<file path="config.mk">
export PLATFORM = sky130hd
export DESIGN_NAME = pps_regs
export DESIGN_NICKNAME = d
export VERILOG_FILES = /design/src/pps_pkg.sv /design/src/pps_port_if.sv /design/src/pps_port.sv /design/src/pps_regs.sv
export SDC_FILE = /design/constraint.sdc
export NUM_CORES = 1
export LEC_CHECK = 0
export BUFFER_PORTS_ARGS = -buffer_cell sky130_fd_sc_hd__buf_2
export CORE_MARGIN = 8
export CORE_UTILIZATION = 49
export DETAILED_ROUTE_END_ITERATION = 12
export MAX_ROUTING_LAYER = met4
export PLACE_DENSITY = 0.77
export SETUP_SLACK_MARGIN = 0.3
export SYNTH_ARGS = -nofsm -noshare
export SYNTH_HDL_FRONTEND = slang
export SYNTH_SLANG_ARGS = --single-unit
</file>
<file path="constraint.sdc">
create_clock -name mclk -period 2.1 [get_ports mclk]
set_clock_uncertainty 0.05 [all_clocks]
set_input_delay 0.105 -clock mclk [delete_from_list [all_inputs] [get_ports mclk]]
set_output_delay 0.105 -clock mclk [all_outputs]
set_load 0.05 [all_outputs]
</file>
<file path="src/pps_pkg.sv">
/*
 * pps_pkg: shared constants for the per-port PHY status and control registers.
 * assumes: one switch core clock (mclk, 25 MHz) drives every user of this package.
 */
package pps_pkg;
   // register byte offsets on the internal register port
   localparam logic [7:0] PPS_OFF_P1_STAT = 8'h2E; // port 1 link status
   localparam logic [7:0] PPS_OFF_P1_CTRL = 8'h2F; // port 1 phy control and status
   localparam logic [7:0] PPS_OFF_P2_STAT = 8'h3E; // port 2 link status
   localparam logic [7:0] PPS_OFF_P2_CTRL = 8'h3F; // port 2 phy control and status
   localparam logic [7:0] PPS_OFF_P3_STAT = 8'h4E; // port 3 (mac only) status slot
   localparam logic [7:0] PPS_OFF_P3_CTRL = 8'h4F; // port 3 (mac only) control slot
   localparam logic [7:0] PPS_OFF_P4_STAT = 8'h5E; // port 4 (mac only) status slot
   localparam logic [7:0] PPS_OFF_P4_CTRL = 8'h5F; // port 4 (mac only) control slot
   // reset values
   localparam logic [7:0] PPS_STAT_RST = 8'h00; // link status register
   localparam logic [7:0] PPS_CTRL_RST = 8'h01; // control register (mode field 001)
   localparam logic [7:0] PPS_RD_NONE = 8'h00; // answer to unmapped or reserved reads
   // control register bit positions
   localparam int PPS_B_LOOP = 7; // transceiver loop
   localparam int PPS_B_RSVD = 6; // reserved, fixed zero
   localparam int PPS_B_ISOL = 5; // transceiver isolate
   localparam int PPS_B_SRST = 4; // self-clearing soft reset
   localparam int PPS_B_FLNK = 3; // force link
   // operation mode codes (bits 2..0)
   localparam logic [2:0] PPS_MODE_AN = 3'h1; // still negotiating
   localparam logic [2:0] PPS_MODE_10H = 3'h2; // 10base-t half
   localparam logic [2:0] PPS_MODE_100H = 3'h3; // 100base-tx half
   localparam logic [2:0] PPS_MODE_10F = 3'h5; // 10base-t full
   localparam logic [2:0] PPS_MODE_100F = 3'h6; // 100base-tx full
   // soft reset pulse width
   localparam int PPS_CLK_NS = 40; // mclk period
   localparam int PPS_SRST_NS = 200; // least soft reset pulse time
   localparam int PPS_SRST_CYC = (PPS_SRST_NS + PPS_CLK_NS - 1) / PPS_CLK_NS; // rounded up
   localparam logic [3:0] PPS_SRST_LOAD = 4'(PPS_SRST_CYC - 1); // counter load value
endpackage : pps_pkg

</file>
<file path="src/pps_port_if.sv">
/*
 * pps_port_if: carrier between the register front end and one phy port slice.
 * assumes: both ends run on mclk; the front end owns the write strobe.
 */
interface pps_port_if;
   logic wr_ctrl; // one-cycle write strobe for the control register
   logic [7:0] wdata; // write data
   logic [7:0] stat_byte; // link status register contents
   logic [7:0] ctrl_byte; // control register read-back
   logic loop; // transceiver loop level
   logic isolate; // transceiver isolate level
   logic soft_rst; // soft reset level
   logic force_link; // force link level
   modport core (output wr_ctrl, wdata, input stat_byte, ctrl_byte, loop, isolate, soft_rst, force_link);
   modport port (input wr_ctrl, wdata, output stat_byte, ctrl_byte, loop, isolate, soft_rst, force_link);
endinterface : pps_port_if

</file>
<file path="src/pps_port.sv">
/*
 * pps_port: status capture and control bits of one copper phy port.
 * assumes: phy status inputs come from logic on mclk; no synchroniser needed.
 */
module pps_port
   import pps_pkg::*;
(
   input wire logic mclk, // core clock
   input wire logic rst, // async reset, active high
   pps_port_if.port pif, // register side
   input wire logic phy_mdi, // 1 mdi, 0 mdi-x
   input wire logic phy_an_done, // negotiation finished
   input wire logic phy_link, // link good from phy
   input wire logic [4:0] phy_partner, // partner pause,100f,100h,10f,10h
   input wire logic phy_spd100, // resolved speed is 100
   input wire logic phy_full // resolved duplex is full
);
   logic [7:0] stat_q; // link status register
   logic [7:0] stat_d; // next status
   logic [2:0] mode_q; // operation mode field
   logic [2:0] mode_d; // next mode
   logic loop_q; // transceiver loop bit
   logic isol_q; // transceiver isolate bit
   logic flnk_q; // force link bit
   logic srst_q; // soft reset bit
   logic [3:0] scnt_q; // soft reset cycles left
   logic srst_set; // write asks for soft reset
   logic [2:0] res_mode; // mode from resolved speed and duplex

   // resolved mode from speed and duplex
   assign res_mode = phy_full ? (phy_spd100 ? PPS_MODE_100F : PPS_MODE_10F)
                              : (phy_spd100 ? PPS_MODE_100H : PPS_MODE_10H);
   // forced link counts as resolved; otherwise still negotiating
   assign mode_d = (phy_an_done || flnk_q) ? res_mode : PPS_MODE_AN;
   // status byte: crossover, done, link, partner abilities
   assign stat_d = {phy_mdi, phy_an_done, phy_link | flnk_q, phy_partner};
   assign srst_set = pif.wr_ctrl && pif.wdata[PPS_B_SRST];

   // status and mode follow the phy every cycle
   always_ff @(posedge mclk or posedge rst) begin
      if (rst) begin
         stat_q <= PPS_STAT_RST;
         mode_q <= PPS_MODE_AN;
      end else begin
         stat_q <= stat_d;
         mode_q <= mode_d;
      end
   end

   // writable control bits; reserved and read-only bits are not stored
   always_ff @(posedge mclk or posedge rst) begin
      if (rst) begin
         loop_q <= 1'b0;
         isol_q <= 1'b0;
         flnk_q <= 1'b0;
      end else if (pif.wr_ctrl) begin
         loop_q <= pif.wdata[PPS_B_LOOP];
         isol_q <= pif.wdata[PPS_B_ISOL];
         flnk_q <= pif.wdata[PPS_B_FLNK];
      end
   end

   // soft reset: set by write, clears itself after the pulse; set beats clear
   always_ff @(posedge mclk or posedge rst) begin
      if (rst) begin
         srst_q <= 1'b0;
         scnt_q <= 4'h0;
      end else if (srst_set) begin
         srst_q <= 1'b1;
         scnt_q <= PPS_SRST_LOAD;
      end else if (srst_q) begin
         srst_q <= (scnt_q != 4'h0);
         scnt_q <= scnt_q - 4'h1;
      end
   end

   assign pif.stat_byte = stat_q;
   assign pif.ctrl_byte = {loop_q, 1'b0, isol_q, srst_q, flnk_q, mode_q};
   assign pif.loop = loop_q;
   assign pif.isolate = isol_q;
   assign pif.soft_rst = srst_q;
   assign pif.force_link = flnk_q;

   // soft reset holds exactly five cycles then drops
   a_srst_selfclear: assert property (@(posedge mclk) disable iff (rst)
      $rose(srst_q) ##0 !srst_set [*5]
      |-> srst_q && $past(srst_q, 1) && $past(srst_q, 2) && $past(srst_q, 3) ##1 !srst_q)
      else $error("soft reset pulse width wrong");
   // mode reflects negotiation one cycle later
   a_mode_negot: assert property (@(posedge mclk) disable iff (rst)
      !phy_an_done && !flnk_q |=> mode_q == PPS_MODE_AN)
      else $error("mode not 001 while negotiating");
   a_mode_legal: assert property (@(posedge mclk) disable iff (rst)
      mode_q != 3'h0 && mode_q != 3'h4 && mode_q != 3'h7)
      else $error("reserved mode code shown");
   a_force_link: assert property (@(posedge mclk) disable iff (rst)
      flnk_q |=> stat_q[5])
      else $error("forced link not reported good");
   c_srst: cover property (@(posedge mclk) disable iff (rst) $fell(srst_q));
endmodule : pps_port

</file>
<file path="src/pps_regs.sv">
/*
 * pps_regs: port phy status and control register bank for the two copper ports.
 * assumes: the register port and the miim read port are driven by core logic
 * on mclk; phy status inputs are already on mclk.
 */
module pps_regs
   import pps_pkg::*;
#(
   parameter int NPORT = 2 // copper phy ports
) (
   input wire logic mclk, // core clock, 25 MHz
   input wire logic rst, // async reset, active high
   input wire logic [7:0] reg_addr, // register byte address
   input wire logic reg_wr, // write strobe, one cycle
   input wire logic reg_rd, // read strobe, one cycle
   input wire logic [7:0] reg_wdata, // write data
   output logic [7:0] reg_rdata_q, // read data
   output logic reg_rvalid_q, // read data valid pulse
   input wire logic miim_rd, // management read strobe
   input wire logic miim_port, // 0 port 1, 1 port 2
   input wire logic miim_sel, // 0 status, 1 control
   output logic [7:0] miim_rdata_q, // management read data
   output logic miim_rvalid_q, // management data valid pulse
   input wire logic [NPORT-1:0] phy_mdi, // crossover state per port
   input wire logic [NPORT-1:0] phy_an_done, // negotiation done per port
   input wire logic [NPORT-1:0] phy_link, // link good per port
   input wire logic [NPORT*5-1:0] phy_partner, // partner abilities, 5 per port
   input wire logic [NPORT-1:0] phy_spd100, // resolved 100 per port
   input wire logic [NPORT-1:0] phy_full, // resolved full duplex per port
   output logic [NPORT-1:0] transceiver_loop, // loop at phy per port
   output logic [NPORT-1:0] transceiver_isolate, // isolate phy per port
   output logic [NPORT-1:0] phy_soft_rst, // soft reset per port
   output logic [NPORT-1:0] phy_force_link, // force link per port
   output logic [NPORT-1:0] monitor_en // port acts as loop monitor
);
   logic [NPORT-1:0] hit_stat; // address hits a status register
   logic [NPORT-1:0] hit_ctrl; // address hits a control register
   logic [7:0] stat_b [NPORT]; // status bytes
   logic [7:0] ctrl_b [NPORT]; // control bytes
   logic [NPORT-1:0] loop_v; // loop bits
   logic [NPORT-1:0] mon_d; // next monitor select
   logic [NPORT-1:0] mon_q; // monitor select register
   logic [7:0] rd_mux; // selected read data
   logic [7:0] miim_mux; // selected management data
   logic [7:0] stat_off [NPORT]; // status offsets
   logic [7:0] ctrl_off [NPORT]; // control offsets

   // offsets of the two copper ports; the mac-only slots are left undecoded
   assign stat_off[0] = PPS_OFF_P1_STAT;
   assign ctrl_off[0] = PPS_OFF_P1_CTRL;
   assign stat_off[1] = PPS_OFF_P2_STAT;
   assign ctrl_off[1] = PPS_OFF_P2_CTRL;

   // one slice per copper port
   for (genvar p = 0; p < NPORT; p++) begin : g_port
      pps_port_if pif ();
      // address decode per port; the status offset only ever answers reads
      assign hit_stat[p] = (reg_addr == stat_off[p]);
      assign hit_ctrl[p] = (reg_addr == ctrl_off[p]);
      assign pif.wr_ctrl = reg_wr && hit_ctrl[p]; // status offsets take no writes
      assign pif.wdata = reg_wdata;
      assign stat_b[p] = pif.stat_byte;
      assign ctrl_b[p] = pif.ctrl_byte;
      assign loop_v[p] = pif.loop;
      assign transceiver_loop[p] = pif.loop;
      assign transceiver_isolate[p] = pif.isolate;
      assign phy_soft_rst[p] = pif.soft_rst;
      assign phy_force_link[p] = pif.force_link;
      // the other copper port monitors a looped port
      assign mon_d[p] = loop_v[NPORT-1-p];
      pps_port u_port (
         .mclk (mclk),
         .rst (rst),
         .pif (pif),
         .phy_mdi (phy_mdi[p]),
         .phy_an_done (phy_an_done[p]),
         .phy_link (phy_link[p]),
         .phy_partner (phy_partner[p*5 +: 5]),
         .phy_spd100 (phy_spd100[p]),
         .phy_full (phy_full[p])
      );
   end

   // read decode; mac-only port slots and unmapped offsets read zero
   // the copper ports never share an offset, so the order of the chain does not matter
   assign rd_mux = hit_stat[0] ? stat_b[0] :
                   hit_ctrl[0] ? ctrl_b[0] :
                   hit_stat[1] ? stat_b[1] :
                   hit_ctrl[1] ? ctrl_b[1] : PPS_RD_NONE;
   // management view of the same bytes
   assign miim_mux = miim_sel ? ctrl_b[miim_port] : stat_b[miim_port];

   // monitor select register
   // a looped port hands its traffic to the other copper port, one cycle behind the loop bit
   always_ff @(posedge mclk or posedge rst) begin
      if (rst) begin
         mon_q <= '0;
      end else begin
         mon_q <= mon_d;
      end
   end
   assign monitor_en = mon_q;

   // register port read answer, one cycle after the strobe
   always_ff @(posedge mclk or posedge rst) begin
      if (rst) begin
         reg_rdata_q <= PPS_RD_NONE;
         reg_rvalid_q <= 1'b0;
      end else begin
         reg_rvalid_q <= reg_rd;
         if (reg_rd) begin
            reg_rdata_q <= rd_mux;
         end
      end
   end

   // management read answer, one cycle after the strobe
   always_ff @(posedge mclk or posedge rst) begin
      if (rst) begin
         miim_rdata_q <= PPS_RD_NONE;
         miim_rvalid_q <= 1'b0;
      end else begin
         miim_rvalid_q <= miim_rd;
         if (miim_rd) begin
            miim_rdata_q <= miim_mux;
         end
      end
   end

   // read answer comes exactly one cycle after the strobe
   a_rd_answer: assert property (@(posedge mclk) disable iff (rst)
      reg_rd |=> reg_rvalid_q ##1 (reg_rvalid_q == $past(reg_rd)))
      else $error("read answer timing wrong");
   // mac-only port slots read zero
   a_rsvd_ports: assert property (@(posedge mclk) disable iff (rst)
      reg_rd && (reg_addr == PPS_OFF_P3_CTRL || reg_addr == PPS_OFF_P4_CTRL
                 || reg_addr == PPS_OFF_P3_STAT || reg_addr == PPS_OFF_P4_STAT)
      |=> reg_rdata_q == PPS_RD_NONE)
      else $error("mac-only port slot read not zero");
   // status read returns the phy state captured one cycle earlier
   a_stat_read: assert property (@(posedge mclk) disable iff (rst)
      reg_rd && reg_addr == PPS_OFF_P1_STAT && $stable(phy_partner[4:0]) && $stable(phy_mdi[0])
      |=> reg_rdata_q[4:0] == $past(phy_partner[4:0], 2) && reg_rdata_q[7] == $past(phy_mdi[0], 2))
      else $error("status read mismatch");
   // writing a status offset leaves the loop, isolate and force link bits untouched
   a_ro_write: assert property (@(posedge mclk) disable iff (rst)
      reg_wr && !(|hit_ctrl) |=> $stable(transceiver_loop) && $stable(transceiver_isolate)
      && $stable(phy_force_link))
      else $error("write to read-only offset changed control");
   // reserved bit 6 always reads zero
   a_rsvd_bit: assert property (@(posedge mclk) disable iff (rst)
      reg_rd && (|hit_ctrl) |=> !reg_rdata_q[PPS_B_RSVD])
      else $error("reserved bit 6 read as one");
   // loop bit written to port 2 makes port 1 monitor two cycles later
   a_loop_mon: assert property (@(posedge mclk) disable iff (rst)
      reg_wr && reg_addr == PPS_OFF_P2_CTRL && reg_wdata[PPS_B_LOOP] ##1 !reg_wr
      |=> transceiver_loop[1] && monitor_en[0])
      else $error("port 2 loop without port 1 monitor");
   a_mon_cross: assert property (@(posedge mclk) disable iff (rst)
      ##1 monitor_en[1] == $past(transceiver_loop[0]))
      else $error("port 2 monitor does not follow port 1 loop");
   a_isolate: assert property (@(posedge mclk) disable iff (rst)
      reg_wr && reg_addr == PPS_OFF_P1_CTRL |=> transceiver_isolate[0] == $past(reg_wdata[PPS_B_ISOL]))
      else $error("isolate bit not taken");
   a_miim_view: assert property (@(posedge mclk) disable iff (rst)
      miim_rd && !miim_sel && !miim_port |=> miim_rvalid_q && miim_rdata_q == $past(stat_b[0]))
      else $error("management status view mismatch");
   // port 2 status read carries the partner abilities
   a_partner_p2: assert property (@(posedge mclk) disable iff (rst)
      reg_rd && reg_addr == PPS_OFF_P2_STAT && $stable(phy_partner[9:5])
      |=> reg_rdata_q[4:0] == $past(phy_partner[9:5], 2))
      else $error("port 2 partner abilities mismatch");
   // negotiation done and link good reach the port 2 status byte
   a_link_p2: assert property (@(posedge mclk) disable iff (rst)
      reg_rd && reg_addr == PPS_OFF_P2_STAT && $stable(phy_an_done[1]) && $stable(phy_link[1])
      && !phy_force_link[1] && $stable(phy_force_link[1])
      |=> reg_rdata_q[6:5] == {$past(phy_an_done[1], 2), $past(phy_link[1], 2)})
      else $error("port 2 done or link bit mismatch");
   // port 1 loop level follows the written bit
   a_loop_take: assert property (@(posedge mclk) disable iff (rst)
      reg_wr && reg_addr == PPS_OFF_P1_CTRL |=> transceiver_loop[0] == $past(reg_wdata[PPS_B_LOOP]))
      else $error("port 1 loop bit not taken");
   // port 1 force link level follows the written bit
   a_flink_take: assert property (@(posedge mclk) disable iff (rst)
      reg_wr && reg_addr == PPS_OFF_P1_CTRL |=> phy_force_link[0] == $past(reg_wdata[PPS_B_FLNK]))
      else $error("port 1 force link bit not taken");
   // port 2 isolate level follows the written bit
   a_iso_p2: assert property (@(posedge mclk) disable iff (rst)
      reg_wr && reg_addr == PPS_OFF_P2_CTRL |=> transceiver_isolate[1] == $past(reg_wdata[PPS_B_ISOL]))
      else $error("port 2 isolate bit not taken");
   // port 2 force link level follows the written bit
   a_flink_p2: assert property (@(posedge mclk) disable iff (rst)
      reg_wr && reg_addr == PPS_OFF_P2_CTRL |=> phy_force_link[1] == $past(reg_wdata[PPS_B_FLNK]))
      else $error("port 2 force link bit not taken");
   // a soft reset write starts the pulse on the next cycle
   a_srst_take: assert property (@(posedge mclk) disable iff (rst)
      reg_wr && reg_addr == PPS_OFF_P2_CTRL && reg_wdata[PPS_B_SRST] |=> phy_soft_rst[1])
      else $error("port 2 soft reset not started");
   // control bit 4 reads back the live soft reset level
   a_srst_ctrl: assert property (@(posedge mclk) disable iff (rst)
      reg_rd && reg_addr == PPS_OFF_P1_CTRL |=> reg_rdata_q[PPS_B_SRST] == $past(phy_soft_rst[0]))
      else $error("soft reset bit read back wrong");
   // port 1 monitors the port 2 loop
   a_mon_p1: assert property (@(posedge mclk) disable iff (rst)
      ##1 monitor_en[0] == $past(transceiver_loop[1]))
      else $error("port 1 monitor does not follow port 2 loop");
   // management control view of port 2
   a_miim_ctrl: assert property (@(posedge mclk) disable iff (rst)
      miim_rd && miim_sel && miim_port |=> miim_rvalid_q && miim_rdata_q == $past(ctrl_b[1]))
      else $error("management control view mismatch");
   c_loop1: cover property (@(posedge mclk) disable iff (rst) transceiver_loop[0] && monitor_en[1]);
   c_srst2: cover property (@(posedge mclk) disable iff (rst) $rose(phy_soft_rst[1]));
   c_miim: cover property (@(posedge mclk) disable iff (rst) miim_rvalid_q && miim_sel);
   c_flink: cover property (@(posedge mclk) disable iff (rst) phy_force_link[0] && !phy_link[0]);
endmodule : pps_regs

</file>
==> impl_metrics.toml, run 1 <==
[status]
outcome = "finished clean"

[final_layout]
stdcell_area_mm2 = 0.003393
nFillCells = 391
final_layout_size_suffix_gt1_share_pct = 37.50
nets = 346
area_growth_pct = 30.70
diodes = 0

[synthesis]
synthesis.nets = 261
syn_inst = 214
ys.flop_type = "dfrtp_1"
synth_edf_count = 0
ys_async_sr_fraction_pct = 100.0
ys_seq_elements = 58
ys_types = 39
syn_avg_cell_area_um2 = 12.13
ys_top_cells_by_area = "dfrtp_1 54%, mux4_2 6.1%, mux2_2 5.6%"
synthTopCellsByCount = "56 x dfrtp_1, 14 x nor2_1, 13 x mux2_2, 12 x inv_1"
yosysSeqAreaShare_pct = 56.00
synth.most_common_cell = "dfrtp_1"
yosysTopAreaCellShare_pct = 53.98
synth_top_area_cell = "dfrtp_1"
synthesis.area_mm2 = 0.002596
synth_warnings = 0

[detailed_routing]
postRouteAntennaNets = 0
vias_per_cell = 5.190
num_vias = 1941
drtIter0Drc = 82
wl_per_cell_um = 16.26
dr.pass1.iters = 4
routed_wl_mm = 6.080
drc = 0

[power]
combPwrFrac_pct = 19.6
power_switching_uw = 892.6
seq_power_share_pct = 45.8
p_clk_share_pct = 34.6
internal-power_uw = 2067
irDropWorstVdd_mv = 0.4399
power.density_mw_per_mm2 = 872.1
p_sw_share_pct = 30.16
p_leak_uw = 0.001626

[clock_network]
cts_max_level = 3
tritoncts = "yes"
cts.sinks = 58
cts_root_buffer = "clkbuf_8"
clk-insertion-delay-late_ns = 0.34
cts_buffers = 9
clk_pin_slew_ns = 0.07
ctsLongestPathBuffers = 2

[sta]
fin_crit_ns = 1.434
tns_ns = 0
worst_pin_slew_ns = 0.4792
hold_ws_ns = 0.02568
setup_viol = 0
hold_violations = 0
period_share_pct = 68.27
slew_headroom_pct = 68.01
fmax_ghz = 0.6975
rsz0062_at_grt = "no"
setup_ws_ns = 0.6663
finalMaxSlewViolations = 0

[worst_setup_path]
slowest_delay_ns = 0.68
cp-start-kind = "primary input"
cp_data_arrival_time_ns = 1.61
worstRegToRegCells = 2
r2r_slack_ns = 0.69
worstPathRequired_ns = 2.27
regToRegStartpoint = "g_port[1].u_port.pif.soft_rst$_DFF_PP0_"
cp_max_fo = 6
path_cells = "buf_2, or4b_1, nor2_4, and3_4, mux2_1"
r2r-end = "miim_rdata_q[4]$_DFFE_PP0P_"
slowest_stage = "or4b_1"
worst-setup-path-type = "primary input to register"
worstSetupEndpointType = "register"

[grt]
grt-ovfl-total = 0
grt_pass1_wl_mm = 10.04
groute.usage.overall_pct = 17.77
grt_max_degree = 38
antenna_found_initial = 0
first_global_vias = 1987

[floorplanning]
chipHeight_um = 88.79
io_pins = 71
initial_core_util_pct = 50.83
rows = 26
die_w_um = 88.79
dieArea_mm2 = 0.007884
coreArea_mm2 = 0.005107

[placement]
hpwl_mm = 4.423
port_buffers = 66
place_congestion = 0.8085
placed_area_mm2 = 0.002949
dp_slack_ns = 0.3252

[hold_path]
whs_path_depth = 3
hold_start = "reg_wr"
hp-class = "primary input to register"
hold_end = "g_port[0].u_port.pif.soft_rst$_DFF_PP0_"

[job]
cap_violations = 0
[critical path, delay by kind of cell]
kind                   cells  cell delay (ns)
muxes                      1             0.32
and+or+nand+nor            3             1.07
buffers and inverters      1             0.11
[how the worst max path moves through the flow]
stage	start	endpoint	slack, ns	cells after the start
2_1_floorplan	reg_addr[4]	g_port[0].u_port.pif.force_link$_DFFE_PP0P_	0.50	5
3_3_place_gp	reg_addr[4]	g_port[0].u_port.pif.force_link$_DFFE_PP0P_	0.34	5
3_5_place_dp	reg_addr[4]	g_port[0].u_port.pif.isolate$_DFFE_PP0P_	0.33	5
4_1_cts	g_port[1].u_port.pif.soft_rst$_DFF_PP0_	miim_rdata_q[4]$_DFFE_PP0P_	0.68	2
5_1_grt	reg_addr[4]	g_port[0].u_port.pif.loop$_DFFE_PP0P_	0.64	5
6_report	reg_addr[4]	g_port[0].u_port.pif.isolate$_DFFE_PP0P_	0.67	5
[routing by layer]
| metal | GRT usage (%) | vias up | part of all wire [%] |
|---|---|---|---|
| li1 | - | 916 | - |
| met4 | 6.452 | 0 | 1.3 |
| met5 | - | - | 0 |
| met2 | 27.43 | 56 | 49 |
| met1 | 21.07 | 961 | 43 |
| met3 | 5.942 | 8 | 6.9 |
[flip-flops by register name, indices dropped and copies added, names as in the netlist]
signal,count
reg_rdata_q,8
miim_rdata_q,8
miim_rvalid_q,1
monitor_en,2
g_port.u_port.pif.force_link,2
g_port.u_port.pif.soft_rst,2
g_port.u_port.mode_q,6
g_port.u_port.pif.isolate,2
reg_rvalid_q,1
g_port.u_port.scnt_q,8
g_port.u_port.pif.loop,2
g_port.u_port.pif.stat_byte,16
[cell usage in the layout, fill, tap and decap left out, types with 2 or more instances in the layout]
| cell | count |
|---|---|
| a31oi_1 | 4 |
| nor2_1 | 14 |
| o31ai_1 | 4 |
| nand2b_1 | 5 |
| a21oi_1 | 3 |
| inv_1 | 11 |
| dfstp_2 | 2 |
| o21ai_1 | 3 |
| nand3_1 | 3 |
| xnor2_1 | 4 |
| buf_2 | 66 |
| buf_4 | 3 |
| or2_2 | 2 |
| nand2_1 | 8 |
| clkbuf_8 | 10 |
| and3_1 | 2 |
| nor2b_1 | 6 |
| ha_1 | 4 |
| a22oi_1 | 6 |
| a211oi_1 | 2 |
| nand4_1 | 3 |
| dfrtp_1 | 56 |
| mux2_2 | 13 |
| nor4b_1 | 2 |
| o21ai_0 | 7 |
| a2bb2oi_1 | 3 |
| o22ai_1 | 4 |
| clkinvlp_4 | 3 |
| mux2_1 | 3 |
| dlygate4sd3_1 | 24 |
| nor3_1 | 2 |
| xor2_1 | 2 |
| mux2i_1 | 2 |
| mux4_2 | 7 |
[cells by family after synthesis]
| kind of cell | Yosys count | synth area share (%) |
|---|---|---|
| AO/OA/AOI/OAI | 37 | 9.204 |
| XOR/XNOR | 6 | 2.024 |
| adder cells (fa/ha/maj) | 4 | 1.928 |
| AND/OR/NAND/NOR | 52 | 11.18 |
| flip-flops | 58 | 56.00 |
| multiplexers | 25 | 13.78 |
| buffers and inverters | 32 | 5.879 |
[power by group through the flow]
stage          Clock (uW)  Sequential, uW  Combinational (uW)
5_1_grt              1100            1370                 642
4_1_cts              1050            1360                 587
3_3_place_gp            0            1370                 536
3_5_place_dp            0            1380                 550
2_1_floorplan           0            1430                 354
6_report             1030            1350                 580
[metrics by stage]
stage	cells	total power, uW	utilization (%)
5_1_grt	374	3119	66.44
4_1_cts	374	2996	66.44
2_1_floorplan	214	1787	-
3_5_place_dp	334	1927	57.74
3_3_place_gp	334	1906	57.74
6_report	374	2959	66.44
[cell type report]
class / count / area (um2) / share of cell area [%]
clock inverters: 6 / 66.31 / 1.954
inverters: 12 / 45.04 / 1.327
multi-input cells: 124 / 989.7 / 29.17
well taps: 70 / 87.58 / 2.581
flip-flops and latches: 58 / 1454 / 42.85
clock buffers: 10 / 137.6 / 4.056
repair buffers: 94 / 613.1 / 18.07
[timing repair]
| item | 4_1_cts | 5_1_grt |
|---|---|---|
| hold buffers | 24 | 0 |
| gates resized for setup | 0 | 0 |
| endpoints found under the hold margin | 49 | 0 |
| setup buffers | 0 | 0 |
No activity file was read; power rests on OpenSTA's default activity.
==> inputs of run 2 (changes only) <==
Settings changed: ABC_AREA set to 1.
Clock period 2.1 ns to 1.4 ns, I/O delays scaled along.
==> run 2 against run 1 <==
  * Critical path depth shrank 4
  * Hold slack improved by 0.0072 ns
  * Area after synthesis increased by 3.5%
  * Synthesized cell count grew 40%
  * Largest power group unchanged
  * Highest routed layer unchanged
==> impl_metrics.toml, run 2 <==
[status]
outcome = "finished clean"

[final_layout]
largest_reg_flops = 16
final_common_cell = "dfrtp_1"
area_growth_pct = 38.13
seqCellArea_mm2 = 0.001461
nFillCells = 422
nets = 447
final_cell_mix = "50 x dfrtp_1, 45 x buf_2, 43 x nor2_1, 38 x nand2_1, 30 x inv_1"
multi_input_area_um2 = 996.0
fin_util_pct = 68.68
diodes = 0
stdcell_area_mm2 = 0.003712
layout.cells.non_filler = 477
final_layout_size_suffix_gt1_share_pct = 32.84

[worst_setup_path]
path_cells = "buf_6"
slowest_stage = "dfrtp_2"
cp-start-kind = "register"
slowest_delay_ns = 0.46
worst-setup-path-type = "register to output port"
cp_max_fo = 6
cp_num_buf_inv = 1
cp_data_arrival_time_ns = 0.98
worstSetupEndpointType = "output port"
cp_top_family = "flip-flops"
worstPathRequired_ns = 1.28

[power]
power.density_mw_per_mm2 = 1334
irDropWorstVdd_mv = 0.9137
p_leak_uw = 0.001844

[hold_path]
hp-class = "primary input to register"

[synthesis]
ys.flop_type = "dfrtp_1"
synth_top_area_cell = "dfrtp_1"
syn_avg_cell_area_um2 = 8.959
ys_top_cells_by_area = "dfrtp_1 52%, nor2_1 6.1%, nand2_1 5.4%"
synthTopCellsByCount = "56 x dfrtp_1, 44 x nor2_1, 39 x nand2_1, 34 x inv_1, 28 x nand3_1"
ys_types = 29
ys_async_sr_fraction_pct = 100.0
ys_seq_elements = 58
synthesis.area_mm2 = 0.002688
yosysTopAreaCellShare_pct = 52.14
synth.most_common_cell = "dfrtp_1"
synth_edf_count = 0
yosysSeqAreaShare_pct = 54.10
synth_warnings = 0
synthesis.nets = 347
syn_inst = 300

[detailed_routing]
routed_wl_mm = 7.245
num_vias = 2452
postRouteAntennaNets = 0
drtIter0Drc = 246
wl_per_cell_um = 15.19
drc = 0
dr.pass1.iters = 6
vias_per_cell = 5.140

[placement]
hpwl_mm = 4.694
post-place-cells = 428
port_buffers = 66
place_congestion = 0.8467
placed_area_mm2 = 0.003063

[clock_network]
cts_root_buffer = "clkbuf_8"
tritoncts = "yes"
clk_pin_slew_ns = 0.07
cts_max_level = 3
clk-insertion-delay-late_ns = 0.34
cts_buffers = 9
cts.sinks = 58
ctsLongestPathBuffers = 2

[floorplanning]
chipHeight_um = 90.06
io_pins = 71
initial_core_util_pct = 49.72
rows = 27
dieArea_mm2 = 0.008111
coreArea_mm2 = 0.005405
die_w_um = 90.06

[sta]
fin_crit_ns = 1.102
hold_ws_ns = 0.03284
rsz0062_at_grt = "yes"
hold_violations = 0
period_share_pct = 78.72
worst_pin_slew_ns = 0.3615
tns_ns = 0
setup_viol = 0
slew_headroom_pct = 75.90
fmax_ghz = 0.9073
finalMaxSlewViolations = 0

[grt]
first_global_vias = 2429
grt_pass1_wl_mm = 11.81
grt_max_degree = 27
groute.usage.overall_pct = 18.42
grt-ovfl-total = 0
antenna_found_initial = 0

[job]
cap_violations = 0
-- run 2: repair_timing --
action / 4_1_cts / 5_1_grt
setup buffers: 2 / 5
pin swaps: 1 / 3
resized for setup: 22 / 24
setup endpoints to repair: 14 / 31
endpoints found under the hold margin: 91 / 0
hold buffers: 26 / 0
cloned: 0 / 0
-- run 2: cell type report --
type / count / area share (%)
repair buffers: 106 / 21.20
multi-input cells: 188 / 26.83
flip-flops and latches: 58 / 39.37
well taps: 72 / 2.427
inverters: 37 / 3.910
clock inverters: 6 / 2.831
clock buffers: 10 / 3.438
-- run 2: worst paths after layout --
kind	startpoint	end	slack (ns)	depth (start not counted)
setup reg to reg	g_port[1].u_port.scnt_q[0]$_DFFE_PP0P_	g_port[1].u_port.scnt_q[2]$_DFFE_PP0P_	0.32	5
min in group asynchronous	rst	g_port[0].u_port.pif.isolate$_DFFE_PP0P_	0.20	3
hold reg to reg	g_port[0].u_port.pif.loop$_DFFE_PP0P_	monitor_en[1]$_DFF_PP0_	0.41	0
setup / recovery	g_port[0].u_port.pif.force_link$_DFFE_PP0P_	phy_force_link[0]	0.30	1
max in group asynchronous	rst	g_port[1].u_port.mode_q[0]$_DFF_PP1_	0.58	4
hold / removal	phy_spd100[1]	g_port[1].u_port.mode_q[0]$_DFF_PP1_	0.03	4
-- run 2: routing by layer --
layer | GRT usage [%] | share of wire, % | wire length, um
met1 | 21.55 | 40 | 2919
met2 | 29.39 | 51 | 3716
met3 | 5.736 | 6.7 | 486
met4 | 6.380 | 1.7 | 123
met5 | - | 0 | 0
-- run 2: cell families (layout without fill, tap and decap cells) --
logic type,after synthesis,in the layout,share of synthesized area [%]
fa+ha+maj,4,4,1.862
compound gates,51,51,11.03
flops,58,58,54.10
xor+xnor,2,2,0.6519
simple gates,131,131,22.95
buf+inv,54,159,9.404
-- run 2: stage by stage --
step | setup slack, ns | total power [uW]
global route | 0.2524 | 5191
floorplan | 0.3957 | 2697
CTS | 0.2605 | 4872
global placement | 0.2487 | 2900
finish | 0.2979 | 4954
detailed placement | 0.2232 | 2940
-- run 2: power by group --
group	internal [uW]	switching, uW
Combinational	425	650
Clock	1170	660
Sequential	1890	158
-- run 2: worst reg2reg max path, stage by stage (launching register included) --
cell and delay, ns:
dfrtp_1 0.36, inv_1 0.06, ha_1 0.20, nand2_1 0.08, xor2_1 0.15, nand2_1 0.07
==> inputs of run 3 (changes only) <==
Settings changed: ABC_AREA 1 to 0, CORE_UTILIZATION 49 to 47, PLACE_DENSITY 0.77 to 0.78.
Clock period 1.4 ns to 1 ns, I/O delays scaled along.
==> run 3 against run 2 <==
  * The run now ends with negative hold slack, negative setup slack left
  * Clock power up 52%
  * Routed wire length up 27%
  * Via count down 3.2%
  * Combinational power up 150%
  * Design area up 22%
  * Largest cell class unchanged
  * Largest power group unchanged
  * Highest routed layer unchanged
==> impl_metrics.toml, run 3 (same netlist as run 1, synthesis figures left out) <==
[grt]
grt_pass1_wl_mm = 12.44
groute.usage.overall_pct = 20.12
antenna_found_initial = 0
first_global_vias = 2440
grt_max_degree = 59
grt-ovfl-total = 0

[sta]
setup_ws_ns = -0.3592
hold_ws_ns = -0.1400
fin_crit_ns = 1.359
rsz0062_at_grt = "yes"
setup_viol = 48
tns_ns = -7.189
fmax_ghz = 0.7357
finalMaxSlewViolations = 0
worst_pin_slew_ns = 0.3612
period_share_pct = 135.9
slew_headroom_pct = 75.92
hold_violations = 13

[placement]
place_congestion = 0.8510
dp_slack_ns = -0.5775
port_buffers = 66
hpwl_mm = 4.942

[detailed_routing]
vias_per_cell = 5.470
drc = 0
routed_wl_mm = 9.216
postRouteAntennaNets = 0
wl_per_cell_um = 21.24
dr.pass1.iters = 5
num_vias = 2374
drtIter0Drc = 262

[hold_path]
hold_start = "phy_link[1]"
hold_end = "g_port[1].u_port.pif.stat_byte[5]$_DFF_PP0_"
hp-class = "primary input to register"
whs_path_depth = 2

[clock_network]
cts_hold_buf = 18
clk_pin_slew_ns = 0.07
cts_max_level = 3
cts.sinks = 58
clk-insertion-delay-late_ns = 0.35
cts_buffers = 9
ctsLongestPathBuffers = 2
tritoncts = "yes"
cts_root_buffer = "clkbuf_8"

[worst_setup_path]
path_cells = "mux4_2, mux2_4"
worstSetupEndpointType = "register"
r2r_slack_ns = -0.36
cp_data_arrival_time_ns = 1.54
cp_num_buf_inv = 0
regToRegStartpoint = "g_port[1].u_port.pif.isolate$_DFFE_PP0P_"
cp_top_family = "multiplexers"
r2r-end = "miim_rdata_q[5]$_DFFE_PP0P_"
worstRegToRegCells = 2
worst-setup-path-type = "register to register"
crit_cells = 2
slowest_stage = "mux4_2"
slowest_delay_ns = 0.52
worstPathRequired_ns = 1.18
cp-start-kind = "register"
cp_max_fo = 2

[power]
p_leak_uw = 0.002122
internal-power_uw = 5810
combPwrFrac_pct = 31.8
power.density_mw_per_mm2 = 1839
seq_power_share_pct = 34.8
p_sw_share_pct = 30.31
power_switching_uw = 2527
p_clk_share_pct = 33.4
irDropWorstVdd_mv = 1.507

[final_layout]
final_cell_mix = "46 x dfrtp_1, 45 x buf_4, 43 x buf_6, 33 x buf_2, 17 x dlygate4sd3_1"
area_growth_pct = 74.60
final_common_cell = "dfrtp_1"
nets = 404
diodes = 0
largest_reg_flops = 16
final_layout_size_suffix_gt1_share_pct = 64.64
nFillCells = 247

[job]
cap_violations = 0

[floorplanning]
coreArea_mm2 = 0.005405
chipHeight_um = 90.33
rows = 27
die_w_um = 90.33
dieArea_mm2 = 0.008159
initial_core_util_pct = 48.03
io_pins = 71

[status]
outcome = "finished with violations"
violations = "negative hold slack, negative setup slack"
-- run 3: through the flow --
stage | area (um2) | instances | utilization (%) | total power (uW)
floorplan | 2700 | 214 | - | 3898
global placement | 3288 | 367 | 60.83 | 4328
detailed placement | 3288 | 367 | 60.83 | 4402
CTS | 4238 | 420 | 78.40 | 7788
global route | 4533 | 434 | 83.87 | 8621
finish | 4533 | 434 | 83.87 | 8337
-- run 3: how the worst max path moves through the flow --
| stage | startpoint | end | slack [ns] |
|---|---|---|---|
| final | g_port[1].u_port.pif.isolate$_DFFE_PP0P_ | miim_rdata_q[5]$_DFFE_PP0P_ | -0.36 |
| after global routing | g_port[1].u_port.pif.isolate$_DFFE_PP0P_ | miim_rdata_q[5]$_DFFE_PP0P_ | -0.37 |
| after CTS | g_port[0].u_port.pif.force_link$_DFFE_PP0P_ | miim_rdata_q[3]$_DFFE_PP0P_ | -0.31 |
| after detailed placement | reg_addr[4] | reg_rdata_q[3]$_DFFE_PP0P_ | -0.58 |
| after global placement | reg_addr[4] | g_port[0].u_port.pif.isolate$_DFFE_PP0P_ | -0.53 |
| after floorplan | reg_addr[4] | g_port[0].u_port.pif.force_link$_DFFE_PP0P_ | -0.51 |
-- run 3: worst reg2reg max path, stage by stage, from the launching register on --
cell and delay [ns]:
dfrtp_1 0.40, mux4_2 0.52, mux2_4 0.28
-- run 3: layout make-up --
cell class	instances	area (um2)	share of cell area, %
clock buffer	11	151.4	3.340
sequential	58	1466	32.35
timing repair buffer	152	1400	30.89
tap	72	90.09	1.987
multi-input combinational	124	1276	28.15
clock inverter	5	100.1	2.208
inverter	12	48.80	1.076
-- run 3: timing repair --
item | CTS | global route
resized for setup | 107 | 39
pin swaps | 16 | 12
endpoints found under the setup margin | 68 | 72
hold endpoints to repair | 88 | 13
setup buffers | 19 | 14
cloned | 0 | 1
-- run 3: power groups by stage --
stage               registers [uW]  clock network (uW)  logic (uW)
global placement              2850                   0        1480
detailed placement            2860                   0        1540
floorplan                     3050                   0         848
CTS                           2870                2740        2180
finish                        2900                2790        2650
global route                  2930                2900        2790
-- run 3: layer usage --
metal / track usage [%] / part of all wire [%]
met1: 22.27 / 41
met2: 33.25 / 49
met4: 9.293 / 3.0
met3: 5.403 / 7.0
met5: - / 0
